### config.mk
export PLATFORM = sky130hd
export DESIGN_NAME = dac_front
export DESIGN_NICKNAME = d
export VERILOG_FILES = /design/src/rtl/dac_front_pkg.sv /design/src/rtl/dac_front.sv
export SDC_FILE = /design/constraint.sdc
export NUM_CORES = 1
export LEC_CHECK = 0
export BUFFER_PORTS_ARGS = -buffer_cell sky130_fd_sc_hd__buf_2
export CAP_MARGIN = 40
export CORE_UTILIZATION = 60
export DETAILED_ROUTE_END_ITERATION = 16
export GPL_ROUTABILITY_DRIVEN = 0
export GPL_TIMING_DRIVEN = 0
export PLACE_DENSITY = 0.81
export SLEW_MARGIN = 0
export SYNTH_ARGS = -nofsm -noshare
export SYNTH_HDL_FRONTEND = slang
export SYNTH_SLANG_ARGS = --single-unit
export TNS_END_PERCENT = 5
### constraint.sdc
create_clock -name core_clk -period 5.4 [get_ports core_clk]
set_input_delay 1.08 -clock core_clk [delete_from_list [all_inputs] [get_ports core_clk]]
set_output_delay 1.08 -clock core_clk [all_outputs]
set_load 0.03 [all_outputs]
### src/rtl/dac_front_pkg.sv
// Constants shared by the dual converter digital front end
package dac_front_pkg;
    // Register addresses on the serial port
    localparam logic [4:0] ADDR_DATA_CTRL = 5'h02;
    localparam logic [4:0] ADDR_MEM_CTRL  = 5'h12;
    localparam logic [4:0] ADDR_CLK_MODE  = 5'h14;
    localparam logic [4:0] ADDR_VERSION   = 5'h1F;
    // Data control fields
    localparam int DC_EDGE_BIT  = 4;
    localparam int DC_ORDER_BIT = 5;
    localparam int DC_TWOS_BIT  = 7;
    localparam logic [7:0] DATA_CTRL_RESET = 8'h00;
    // Memory control fields
    localparam int MC_QCLR_BIT   = 7;
    localparam int MC_ICLR_BIT   = 6;
    localparam int MC_CAL_BIT    = 4;
    localparam int MC_STORE_BIT  = 3;
    localparam int MC_LOAD_BIT   = 2;
    localparam int MC_QUNCAL_BIT = 1;
    localparam int MC_IUNCAL_BIT = 0;
    // Clock mode fields
    localparam int CM_QPH_LSB  = 6;
    localparam int CM_SRCH_BIT = 4;
    localparam int CM_REACQ_BIT = 3;
    localparam int CM_OVR_BIT  = 2;
    localparam int CM_IPH_LSB  = 0;
    localparam logic [1:0] PHASE_RESET = 2'b00;
    // Retimer search length in core clock cycles
    localparam int SEARCH_CYCLES = 128;
    // Serial frame: 8 instruction bits then 8 data bits
    localparam logic [3:0] SPI_LAST_BIT  = 4'hF;
    localparam logic [3:0] SPI_INSTR_END = 4'h7;
    // Synchroniser depth for outside inputs
    localparam int SYNC_STAGES = 3;
endpackage

### src/rtl/dac_front.sv
// Serial register port, DDR sample capture and retimer control
`timescale 1ns/10ps
`default_nettype none
// How it works
// A one written to the start bit fires one self-calibration start pulse.
// A one written to the store bit fires one coefficient store pulse.
// A one written to the load bit fires one coefficient load pulse.
// A one written to the Q uncalibrate bit resets Q coefficients.
// A one written to the I uncalibrate bit resets I coefficients.
// Q phase field reads retimer choice, or is writable under override.
// I phase field reads retimer choice, or is writable under override.
// Searching flag reads one while acquiring, zero once locked.
// Only a zero to one change of reacquire restarts acquisition.
// Under override the I phase field drives both retimers.
// Without override each retimer exposes the phase picked from one shared level measurement.
// Read-only register at 0x1F returns the hardware version.
// I and Q share one DDR bus, one sample per data clock edge.
// Bus carries up to 250 MSPS with a 125 MHz data clock.
// Order bit picks first channel, edge bit picks capture edge.
// Format bit selects unsigned or twos complement input samples.
// Sample bus width is a parameter, top bit index 7 to 13.
// Edge select is bit 4, order bit 5, of register 0x02.
// After reset a phase is chosen within 128 cycles, flag clears.
// Software writes the same forced phase to both fields.
// Calibration action bits are one-shot, one action per written one.
// Searching sets on every acquisition start, clears on selection.
module dac_front
    import dac_front_pkg::*;
#(
    parameter int         SAMPLE_W = 14,
    parameter logic [7:0] VERSION  = 8'h5A   // Arbitrary value
)(
    input  wire logic                core_clk,
    input  wire logic                nrst,
    input  wire logic                spi_sclk,
    input  wire logic                spi_cs_n,
    input  wire logic                spi_sdi,
    output logic                     spi_sdo,
    output logic                     spi_sdo_oe,
    input  wire logic                data_clock,
    input  wire logic                converter_clock,
    input  wire logic [SAMPLE_W-1:0] sample_bus,
    output logic                     input_ready,
    output logic                     pair_valid,
    input  wire logic                pair_ready,
    output logic [SAMPLE_W-1:0]      i_sample,
    output logic [SAMPLE_W-1:0]      q_sample,
    output logic                     searching,
    output logic [1:0]               i_phase_sel,
    output logic [1:0]               q_phase_sel,
    output logic                     cal_start_pulse,
    output logic                     coef_store_pulse,
    output logic                     coef_load_pulse,
    output logic                     q_uncal_pulse,
    output logic                     i_uncal_pulse,
    output logic                     q_calstat_clr_pulse,
    output logic                     i_calstat_clr_pulse
);
    localparam int NIN = 5 + SAMPLE_W;
    localparam logic [6:0] SEARCH_LAST = 7'(SEARCH_CYCLES - 1);

    typedef enum logic [0:0] {
        RT_SEARCH = 1'b0,
        RT_LOCKED = 1'b1
    } rt_state_t;

    // Outside inputs gathered for one synchroniser array
    logic [NIN-1:0] raw_in;
    logic [NIN-1:0] s1_q;
    logic [NIN-1:0] s2_q;
    logic [NIN-1:0] s3_q;
    logic [NIN-1:0] st_q;
    logic [NIN-1:0] prev_q;
    assign raw_in = {sample_bus, converter_clock, data_clock,
                     spi_sdi, spi_cs_n, spi_sclk};

    // Three stages; a level counts once stages two and three agree
    genvar g;
    generate
        for (g = 0; g < NIN; g++)
        begin : g_sync
            always_ff @(posedge core_clk or negedge nrst)
            begin
                if (!nrst)
                begin
                    // Select rests high, so its stages start high too
                    s1_q[g]   <= (g == 1) ? 1'b1 : 1'b0;
                    s2_q[g]   <= (g == 1) ? 1'b1 : 1'b0;
                    s3_q[g]   <= (g == 1) ? 1'b1 : 1'b0;
                    st_q[g]   <= (g == 1) ? 1'b1 : 1'b0;
                    prev_q[g] <= (g == 1) ? 1'b1 : 1'b0;
                end
                else
                begin
                    s1_q[g]   <= raw_in[g];
                    s2_q[g]   <= s1_q[g];
                    s3_q[g]   <= s2_q[g];
                    prev_q[g] <= st_q[g];
                    if (s2_q[g] == s3_q[g])
                        st_q[g] <= s3_q[g];
                end
            end
        end
    endgenerate

    // Named views of the filtered inputs
    wire sclk_rise = st_q[0] & ~prev_q[0];
    wire sclk_fall = ~st_q[0] & prev_q[0];
    wire cs_n      = st_q[1];
    wire sdi       = st_q[2];
    wire dclk_rise = st_q[3] & ~prev_q[3];
    wire dclk_fall = ~st_q[3] & prev_q[3];
    wire conv_lvl  = st_q[4];
    wire [SAMPLE_W-1:0] bus_val = st_q[NIN-1:5];

    // Serial port state
    logic [3:0]  bitcnt_q;
    logic [14:0] shreg_q;
    logic [7:0]  rdsh_q;
    logic        rd_act_q;
    logic        sdo_q;
    // Register state
    logic [7:0]  data_ctrl_q;
    logic        override_q;
    logic        reacq_q;
    logic        reacq_prev_q;
    logic [1:0]  i_force_q;
    logic [1:0]  q_force_q;
    logic [1:0]  i_auto_q;
    logic [1:0]  q_auto_q;
    logic [7:0]  pulse_q;

    // Frame decode on each sampled serial clock rise
    wire [15:0] word     = {shreg_q, sdi};
    wire        bit_take = sclk_rise & ~cs_n;
    wire        wr_fire  = bit_take & (bitcnt_q == SPI_LAST_BIT) & ~word[15];
    wire        rd_start = bit_take & (bitcnt_q == SPI_INSTR_END) & word[7];
    wire [4:0]  wr_addr  = word[12:8];
    wire [7:0]  wr_data  = word[7:0];
    wire [4:0]  rd_addr  = word[4:0];

    // Phase readback: own choice, or forced value under override
    wire [1:0] i_read = override_q ? i_force_q : i_auto_q;
    wire [1:0] q_read = override_q ? q_force_q : q_auto_q;

    // Read data selection
    wire [7:0] clk_mode_rd = {q_read, 1'b0, searching, reacq_q,
                              override_q, i_read};
    wire [7:0] rd_data =
        (rd_addr == ADDR_DATA_CTRL) ? data_ctrl_q :
        (rd_addr == ADDR_CLK_MODE)  ? clk_mode_rd :
        (rd_addr == ADDR_VERSION)   ? VERSION     :
                                      8'h00;

    // Register writes decoded
    wire wr_dc = wr_fire & (wr_addr == ADDR_DATA_CTRL);
    wire wr_mc = wr_fire & (wr_addr == ADDR_MEM_CTRL);
    wire wr_cm = wr_fire & (wr_addr == ADDR_CLK_MODE);

    // Serial shift and read-back path
    always_ff @(posedge core_clk or negedge nrst)
    begin
        if (!nrst)
        begin
            bitcnt_q <= 4'h0;
            shreg_q  <= 15'h0000;
            rdsh_q   <= 8'h00;
            rd_act_q <= 1'b0;
            sdo_q    <= 1'b0;
        end
        else if (cs_n)
        begin
            bitcnt_q <= 4'h0;
            rd_act_q <= 1'b0;
        end
        else
        begin
            if (bit_take)
            begin
                shreg_q  <= word[14:0];
                bitcnt_q <= bitcnt_q + 4'h1;
            end
            if (rd_start)
            begin
                rdsh_q   <= rd_data;
                rd_act_q <= 1'b1;
            end
            else if (sclk_fall & rd_act_q)
            begin
                sdo_q  <= rdsh_q[7];
                rdsh_q <= {rdsh_q[6:0], 1'b0};
            end
        end
    end
    assign spi_sdo    = sdo_q;
    assign spi_sdo_oe = rd_act_q & ~cs_n;

    // Control registers; phase fields take writes only under override
    always_ff @(posedge core_clk or negedge nrst)
    begin
        if (!nrst)
        begin
            data_ctrl_q <= DATA_CTRL_RESET;
            override_q  <= 1'b0;
            reacq_q     <= 1'b0;
            i_force_q   <= PHASE_RESET;
            q_force_q   <= PHASE_RESET;
        end
        else
        begin
            if (wr_dc)
                data_ctrl_q <= wr_data;
            if (wr_cm)
            begin
                override_q <= wr_data[CM_OVR_BIT];
                reacq_q    <= wr_data[CM_REACQ_BIT];
                if (wr_data[CM_OVR_BIT])
                begin
                    i_force_q <= wr_data[CM_IPH_LSB +: 2];
                    q_force_q <= wr_data[CM_QPH_LSB +: 2];
                end
            end
        end
    end

    // One-shot calibration actions, never held while bit stays set
    wire [7:0] pulse_d = wr_mc ? wr_data : 8'h00;
    always_ff @(posedge core_clk or negedge nrst)
    begin
        if (!nrst)
            pulse_q <= 8'h00;
        else
            pulse_q <= pulse_d;
    end
    assign cal_start_pulse     = pulse_q[MC_CAL_BIT];
    assign coef_store_pulse    = pulse_q[MC_STORE_BIT];
    assign coef_load_pulse     = pulse_q[MC_LOAD_BIT];
    assign q_uncal_pulse       = pulse_q[MC_QUNCAL_BIT];
    assign i_uncal_pulse       = pulse_q[MC_IUNCAL_BIT];
    assign q_calstat_clr_pulse = pulse_q[MC_QCLR_BIT];
    assign i_calstat_clr_pulse = pulse_q[MC_ICLR_BIT];

    // Retimer: measure converter clock level at both data clock edges
    rt_state_t   rt_state_q;
    logic [6:0]  rt_cnt_q;
    logic        lvl_rise_q;
    logic        lvl_fall_q;
    wire reacq_edge = reacq_q & ~reacq_prev_q;

    always_ff @(posedge core_clk or negedge nrst)
    begin
        if (!nrst)
        begin
            rt_state_q   <= RT_SEARCH;
            rt_cnt_q     <= 7'h00;
            reacq_prev_q <= 1'b0;
            lvl_rise_q   <= 1'b0;
            lvl_fall_q   <= 1'b0;
            i_auto_q     <= PHASE_RESET;
            q_auto_q     <= PHASE_RESET;
        end
        else
        begin
            reacq_prev_q <= reacq_q;
            if (dclk_rise)
                lvl_rise_q <= conv_lvl;
            if (dclk_fall)
                lvl_fall_q <= conv_lvl;
            case (rt_state_q)
                RT_SEARCH:
                begin
                    rt_cnt_q <= rt_cnt_q + 7'h01;
                    if (rt_cnt_q == SEARCH_LAST)
                    begin
                        rt_state_q <= RT_LOCKED;
                        i_auto_q   <= {lvl_rise_q, lvl_fall_q};
                        q_auto_q   <= {lvl_rise_q, lvl_fall_q};
                    end
                end
                RT_LOCKED:
                begin
                    if (reacq_edge)
                    begin
                        rt_state_q <= RT_SEARCH;
                        rt_cnt_q   <= 7'h00;
                    end
                end
                default:
                    rt_state_q <= RT_SEARCH;
            endcase
        end
    end
    assign searching   = (rt_state_q == RT_SEARCH);
    assign i_phase_sel = override_q ? i_force_q : i_auto_q;
    assign q_phase_sel = override_q ? i_force_q : q_auto_q;

    // DDR capture: first word on the chosen edge, second on the other
    wire edge_sel  = data_ctrl_q[DC_EDGE_BIT];
    wire first_i   = data_ctrl_q[DC_ORDER_BIT];
    wire twos      = data_ctrl_q[DC_TWOS_BIT];
    wire first_ev  = edge_sel ? dclk_rise : dclk_fall;
    wire second_ev = edge_sel ? dclk_fall : dclk_rise;
    logic [SAMPLE_W-1:0] first_q;
    logic                have_first_q;

    // Twos complement input turned to offset binary by its sign bit
    wire [SAMPLE_W-1:0] fmt_mask = {twos, {(SAMPLE_W-1){1'b0}}};
    wire [SAMPLE_W-1:0] cur_fmt  = bus_val ^ fmt_mask;
    wire [SAMPLE_W-1:0] pair_i   = first_i ? first_q : cur_fmt;
    wire [SAMPLE_W-1:0] pair_q   = first_i ? cur_fmt : first_q;
    wire                push     = second_ev & have_first_q & ~searching;

    always_ff @(posedge core_clk or negedge nrst)
    begin
        if (!nrst)
        begin
            first_q      <= '0;
            have_first_q <= 1'b0;
        end
        else if (first_ev)
        begin
            first_q      <= cur_fmt;
            have_first_q <= 1'b1;
        end
        else if (second_ev)
            have_first_q <= 1'b0;
    end

    // Two-entry pair buffer
    logic [2*SAMPLE_W-1:0] buf_mem [0:1];
    logic                  wr_ptr_q;
    logic                  rd_ptr_q;
    logic [1:0]            count_q;
    wire do_push = push & input_ready;
    wire do_pop  = pair_valid & pair_ready;
    assign input_ready = (count_q != 2'd2);
    assign pair_valid  = (count_q != 2'd0);
    assign {i_sample, q_sample} = buf_mem[rd_ptr_q];

    always_ff @(posedge core_clk or negedge nrst)
    begin
        if (!nrst)
        begin
            buf_mem[0] <= '0;
            buf_mem[1] <= '0;
            wr_ptr_q   <= 1'b0;
            rd_ptr_q   <= 1'b0;
            count_q    <= 2'd0;
        end
        else
        begin
            if (do_push)
            begin
                buf_mem[wr_ptr_q] <= {pair_i, pair_q};
                wr_ptr_q          <= ~wr_ptr_q;
            end
            if (do_pop)
                rd_ptr_q <= ~rd_ptr_q;
            if (do_push & ~do_pop)
                count_q <= count_q + 2'd1;
            else if (do_pop & ~do_push)
                count_q <= count_q - 2'd1;
        end
    end
endmodule
`default_nettype wire

==> results of run 1 <==
## metrics by stage
stage                      util  hold WS (ns)
after floorplan               -         0.331
after global placement    0.653         0.331
after detailed placement  0.655         0.336
after CTS                 0.705         0.350
after global routing      0.705         0.352
final                     0.705         0.347
## state kept, by name, summed over array words and instances, names as in the netlist, 4 cells and up
name	cells
shreg_q	15
bitcnt_q	4
s2_q	19
pulse_q	7
first_q	14
s1_q	19
buf_mem	56
s3_q	19
rt_cnt_q	7
bus_val	14
data_ctrl_q	8
rdsh_q	8
## critical path: cells and delay by family, from the launching register on
kind | cells | cell delay [ns]
buffers and inverters | 2 | 0.75
DFF | 1 | 0.39
muxes | 1 | 0.44
## routing by layer
layer,global-route usage,up-vias,share of wire,wire [µm]
met2,0.360,102,0.48,7350
met4,0.0617,0,0.020,308
met3,0.0344,26,0.043,667
li1,-,2357,-,-
met1,0.318,2483,0.46,7130
met5,0,-,0,0
## layout make-up
| cell class | count | area, µm² | area share |
|---|---|---|---|
| multi-input combinational | 375 | 2860 | 0.294 |
| tap | 180 | 225 | 0.0231 |
| clock inverter | 4 | 48.8 | 0.00501 |
| inverter | 10 | 37.5 | 0.00385 |
| sequential | 216 | 5410 | 0.555 |
| clock buffer | 33 | 631 | 0.0647 |
| timing repair buffer | 66 | 363 | 0.0372 |
| buffer | 31 | 165 | 0.0170 |
## worst max-delay path by stage
stage               cells past startpoint      from      endpoint  slack [ns]
floorplan                               2  rd_ptr_q  i_sample[13]        2.99
global placement                        1      nrst       s1_q[2]       -0.07
detailed placement                      3  rd_ptr_q   i_sample[9]        2.74
CTS                                     3  rd_ptr_q   i_sample[9]        2.21
global route                            3  rd_ptr_q  i_sample[10]        2.16
finish                                  3  rd_ptr_q   i_sample[9]        2.25
## power groups by stage
stage	combinational, mW	clock, mW	sequential [mW]
6_report	0.260	1.41	1.82
3_5_place_dp	0.261	0	1.85
2_1_floorplan	0.174	0	1.81
5_1_grt	0.288	1.51	1.83
3_3_place_gp	0.244	0	1.84
4_1_cts	0.263	1.44	1.82
## cell families after synthesis
group,count (synthesis),share of synthesized area
DFF,216,0.638
AOI/OAI and AO/OA,89,0.0718
xor gates and xnor gates,14,0.0145
muxes,107,0.138
and+or+nand+nor,143,0.0868
adders and majority gates,22,0.0269
buffers and inverters,41,0.0239
## synthesized netlist by cell type (10+ instances only)
cell type	instances	area (µm²)
nor2_2	24	150
mux2_1	10	113
o21ai_1	30	150
mux2_2	67	754
clkbuf_1	16	60.1
inv_1	10	37.5
nor2_1	18	67.6
nand2_1	58	218
mux2i_1	30	300
maj3_1	19	190
a21oi_2	24	210
dfrtp_1	212	5310
o21ai_0	11	55.1
==> results.yml, run 1 <==
pwr:
  intPower_mw: 2.69
  clkPwrFrac: 0.404
  power_frac_seq: 0.521
  ir_drop_uv: 328
  powerDensity_nw_per_um2: 358
  swShare: 0.230
  p_leak_nw: 4.47
  combPwrFrac: 0.074
  p_switching_mw: 0.802
  power_mw: 3.49
detailed_routing:
  ant_nets: 0
  wirelength_um: 15500
  drt_iter0_drc: 244
  num_vias: 4968
  drc: 0
  drt-wirelength-per-cell_um: 16.9
  routed_via_density: 5.43
  firstDrtPassIters: 4
synth:
  synth-edff-count: 0
  synth_area_um2: 8470
  syn_inst: 632
  yosysWarnings: 0
  yosys_most_used_dff: "dfrtp_1"
  ys_types: 53
  syn_area_per_cell_um2: 13.4
  synth_fp_nets: 657
  synthArstFlopShare: 1.00
  ys_ff_latch: 216
  seq_area_frac_synth: 0.638
clock_network:
  cts_made_buffers: 21
  cts-hold-fix-buffers: 0
  htree_levels: 1
  ctsLongestPathBuffers: 3
  cts.clk_slew.worst_paths_ns: 0.06
  clock_sinks: 216
  cts_root_buffer: "clkbuf_16"
  cts_tree: "built"
  ctsResizeCount: 0
  clock_latency_ns: 0.48
  cts_setup_buffers: 0
timing:
  fmax_ghz: 0.318
  slew_headroom: 0.432
  post-route-min-period_ns: 3.15
  maxSlewViolCount: 0
  finClkSkew_ns: 0.00866
  finalSetupViolations: 0
  fin_crit_sh: 0.583
  setup_ws_ns: 2.25
  tightest_slew_ns: 0.852
  hold_violations: 0
  grt_setup_unrepaired: "false"
  tns_ns: 0
worst_setup_path:
  crit_type: "flip-flop to output port"
  critPathArrivalTime_ns: 2.07
  r2r-start: "st_q[3]"
  startpoint_type: "flip-flop"
  worst_path_largest_cell_delay_ns: 0.56
  crit_slowest_cell: "buf_1"
  cp_max_fo: 10
  rrSetupSlack_ns: 3.09
  required_ns: 4.32
  reg2reg_to: "first_q[5]"
  reg2reg_depth: 5
  cp-end-kind: "output port"
  worstPathCellList: "buf_1 > mux2_2 > buf_2"
worst_hold_path:
  hp-class: "flip-flop to flip-flop"
  worstHoldEndpoint: "s2_q[16]"
  worstHoldPathCells: 0
  hold_start: "s1_q[16]"
run:
  maxCapViolations: 0
floorplan:
  die_h_um: 121
  dieArea_um2: 14600
  die_x_um: 121
  io_pins: 66
  initial_core_util: 0.613
  rows: 43
  coreArea_um2: 13800
placed_design:
  dpl_worst_slack_ns: 2.74
  post-dp-hpwl_um: 10400
  portBuffers: 65
  dp.cells: 878
  placed_cell_area_um2: 9060
final_layout:
  fin_area_um2: 9740
  layout-drive-gt1-share: 0.314
  insertedDiodeCount: 0
  nFillCells: 949
  final_nets: 746
  final_common_cell: "dfrtp_1"
  final-instance-count-excl-fill: 915
  syn2layout_area_growth_pct: 15.0
  layout_common_cells: "dfrtp_1 (212), mux2_2 (67), buf_2 (67)"
run_status:
  status: "finished clean"
global_route:
  antenna_found_initial: 0
  grt-ovfl-total: 0
  grt_max_degree: 120
  grt_pass1_vias: 5111
  grt_pass1_wl_um: 25600
  gr-usage-all-layers: 0.223
No activity file was read; power rests on OpenSTA's default activity.
==> inputs of run 2 (changes only) <==
- ABC_AREA: not set -> 1
- CORE_UTILIZATION: 60 -> 59
- PLACE_DENSITY: 0.81 -> 0.8
- clock period: 5.4 -> 3.2 ns (I/O delays scaled with it)
==> run 2 against run 1 <==
Effect of this change: clock power increased by 88%; wire length increased by 9.2%; hold slack got worse by 0.19 ns; global-route usage increased by 1.5 points; sequential share of layout area decreased by 1.1 points; clock skew decreased by 0.0011 ns.
==> results.yml, run 2 <==
global_route:
  antenna_found_initial: 0
  gr-usage-all-layers: 0.238
  grt_pass1_wl_um: 27900
  grt-ovfl-total: 0
  grt_max_degree: 121
  grt_pass1_vias: 5752
clock_network:
  cts_tree: "built"
  clock_sinks: 216
  cts_made_buffers: 22
  htree_levels: 1
  ctsResizeCount: 0
  clock_latency_ns: 0.50
  cts_setup_buffers: 0
  cts-hold-fix-buffers: 0
  cts.clk_slew.worst_paths_ns: 0.06
  ctsLongestPathBuffers: 3
  cts_root_buffer: "clkbuf_16"
detailed_routing:
  drt_iter0_drc: 527
  ant_nets: 0
  routed_via_density: 5.27
  drc: 0
  num_vias: 6117
  drt-wirelength-per-cell_um: 14.5
  firstDrtPassIters: 5
  wirelength_um: 16900
synth:
  yosys_most_used_dff: "dfrtp_1"
  syn_inst: 875
  synth_area_leaders: "dfrtp_1 (62%), nand2_1 (10%), o21ai_0 (8.1%), inv_1 (3.6%), maj3_1 (2.2%)"
  ys_ff_latch: 216
  seq_area_frac_synth: 0.631
  synth_area_um2: 8580
  yosysMostFrequentCell: "nand2_1"
  synth-edff-count: 0
  syn_area_per_cell_um2: 9.80
  ys_types: 35
  yosysWarnings: 0
  synth_top_area_share: 0.618
  synthTopCellsByCount: "nand2_1 (239), dfrtp_1 (212), o21ai_0 (139)"
  yosysTopAreaCell: "dfrtp_1"
  synth_fp_nets: 900
  synthArstFlopShare: 1.00
timing:
  finClkSkew_ns: 0.00755
  hold-worst-slack_ns: 0.155
  slew_headroom: 0.513
  post-route-min-period_ns: 2.86
  fmax_ghz: 0.350
  fin_crit_sh: 0.892
  tightest_slew_ns: 0.731
  maxSlewViolCount: 0
  grt_setup_unrepaired: "false"
  finalSetupViolations: 0
  hold_violations: 0
final_layout:
  insertedDiodeCount: 0
  fin_area_um2: 9940
  syn2layout_area_growth_pct: 15.8
  final_common_cell: "nand2_1"
  top_register: "buf_mem"
  layout_common_cells: "nand2_1 (239), dfrtp_1 (212), o21ai_0 (139)"
  layout-drive-gt1-share: 0.160
  largest_reg_flops: 56
  nFillCells: 1017
  final_nets: 990
worst_setup_path:
  worstPathCellList: "clkbuf_1 > clkbuf_1 > nand2_1 > o21ai_0 > buf_2"
  startpoint_type: "flip-flop"
  required_ns: 2.56
  crit_slowest_cell: "clkbuf_1"
  crit_type: "flip-flop to output port"
  critPathTopFamily: "buffers and inverters"
  worst_path_largest_cell_delay_ns: 0.43
  cp_max_fo: 10
  crit_top_cell: "clkbuf_1"
  critPathArrivalTime_ns: 2.22
  critPathBufInv: 3
  rrSetupSlack_ns: 1.34
  cp-end-kind: "output port"
placed_design:
  post-dp-hpwl_um: 11100
  placed_cell_area_um2: 9170
  portBuffers: 65
floorplan:
  coreArea_um2: 14000
  die_x_um: 123
  rows: 43
  die_h_um: 123
  io_pins: 66
  initial_core_util: 0.611
  dieArea_um2: 15000
pwr:
  powerDensity_nw_per_um2: 650
  ir_drop_uv: 551
  p_leak_nw: 4.87
run_status:
  status: "finished clean"
run:
  maxCapViolations: 0
worst_hold_path:
  hp-class: "primary input to async pin"
## run 2: cell count changes after synthesis, sizes merged, moves of 8 or more
cell / delta
nand2: +183
o21ai: +131
mux2: -76
inv: +75
mux2i: -30
a21oi: -22
nand3: +10
nor2: +9
and2: -8
## run 2: path summary, 6_finish.rpt
path	to	start	cells after the start
min in group core_clk	s1_q[1]	spi_cs_n	1
worst max register to register	count_q[1]	data_ctrl_q[4]	10
max in group asynchronous	buf_mem[26]	nrst	2
worst max-delay path	q_sample[0]	rd_ptr_q	5
worst min-delay path	bitcnt_q[0]	nrst	1
worst min register to register	s2_q[5]	s1_q[5]	0
## run 2: per-layer routing
| metal | track usage | wire length, µm | vias up |
|---|---|---|---|
| li1 | - | - | 2977 |
| met4 | 0.0663 | 362 | 0 |
| met1 | 0.370 | 8060 | 2916 |
| met3 | 0.0311 | 954 | 26 |
| met2 | 0.354 | 7500 | 198 |
| met5 | 0 | 0 | - |
## run 2: worst reg2reg max path: stages (launching register included)
cell and delay (ns):
dfrtp_1 0.46, inv_1 0.11, nand2_1 0.09, o21ai_2 0.07, nand2_2 0.11, buf_6 0.15, inv_1 0.07, ha_1 0.32
a21oi_1 0.11, o21ai_0 0.10, xor2_1 0.15
## run 2: layout make-up
| cell class | instances | area [µm²] | share of cell area |
|---|---|---|---|
| sequential | 216 | 5410 | 0.544 |
| multi-input combinational | 536 | 2620 | 0.264 |
| clock buffer | 35 | 659 | 0.0664 |
| timing repair buffer | 66 | 363 | 0.0365 |
| inverter | 85 | 319 | 0.0321 |
| buffer | 38 | 228 | 0.0229 |
| tap | 180 | 225 | 0.0227 |
| clock inverter | 5 | 111 | 0.0112 |
## run 2: where the power goes
| group | switching (mW) | leakage, nW | internal [mW] |
|---|---|---|---|
| logic | 0.527 | 1.72 | 0.188 |
| registers | 0.140 | 2.77 | 2.95 |
| clock network | 0.994 | 0.376 | 1.66 |
| total | 1.66 | 4.87 | 4.79 |
## run 2: kinds of logic (layout without fill, tap and decap cells)
group / after synthesis / after routing / share of synthesized area
AO/OA/AOI/OAI: 188 / 188 / 0.121
XOR/XNOR: 6 / 6 / 0.00613
adder cells (fa/ha/maj): 22 / 22 / 0.0265
buffers and inverters: 123 / 229 / 0.0637
flip-flops: 216 / 216 / 0.631
multiplexers: 1 / 1 / 0.00131
AND/OR/NAND/NOR: 319 / 319 / 0.151
## run 2: through the flow
| stage | instances | utilization | setup slack, ns | power (mW) | setup TNS [ns] |
|---|---|---|---|---|---|
| 2_1_floorplan | 875 | - | 1.09 | 3.56 | 0 |
| 3_3_place_gp | 1120 | 0.650 | -2.04 | 3.81 | -430.49 |
| 3_5_place_dp | 1121 | 0.653 | 0.924 | 3.84 | 0 |
| 4_1_cts | 1161 | 0.708 | 0.345 | 6.50 | 0 |
| 5_1_grt | 1161 | 0.708 | 0.218 | 6.74 | 0 |
| 6_report | 1161 | 0.708 | 0.345 | 6.45 | 0 |
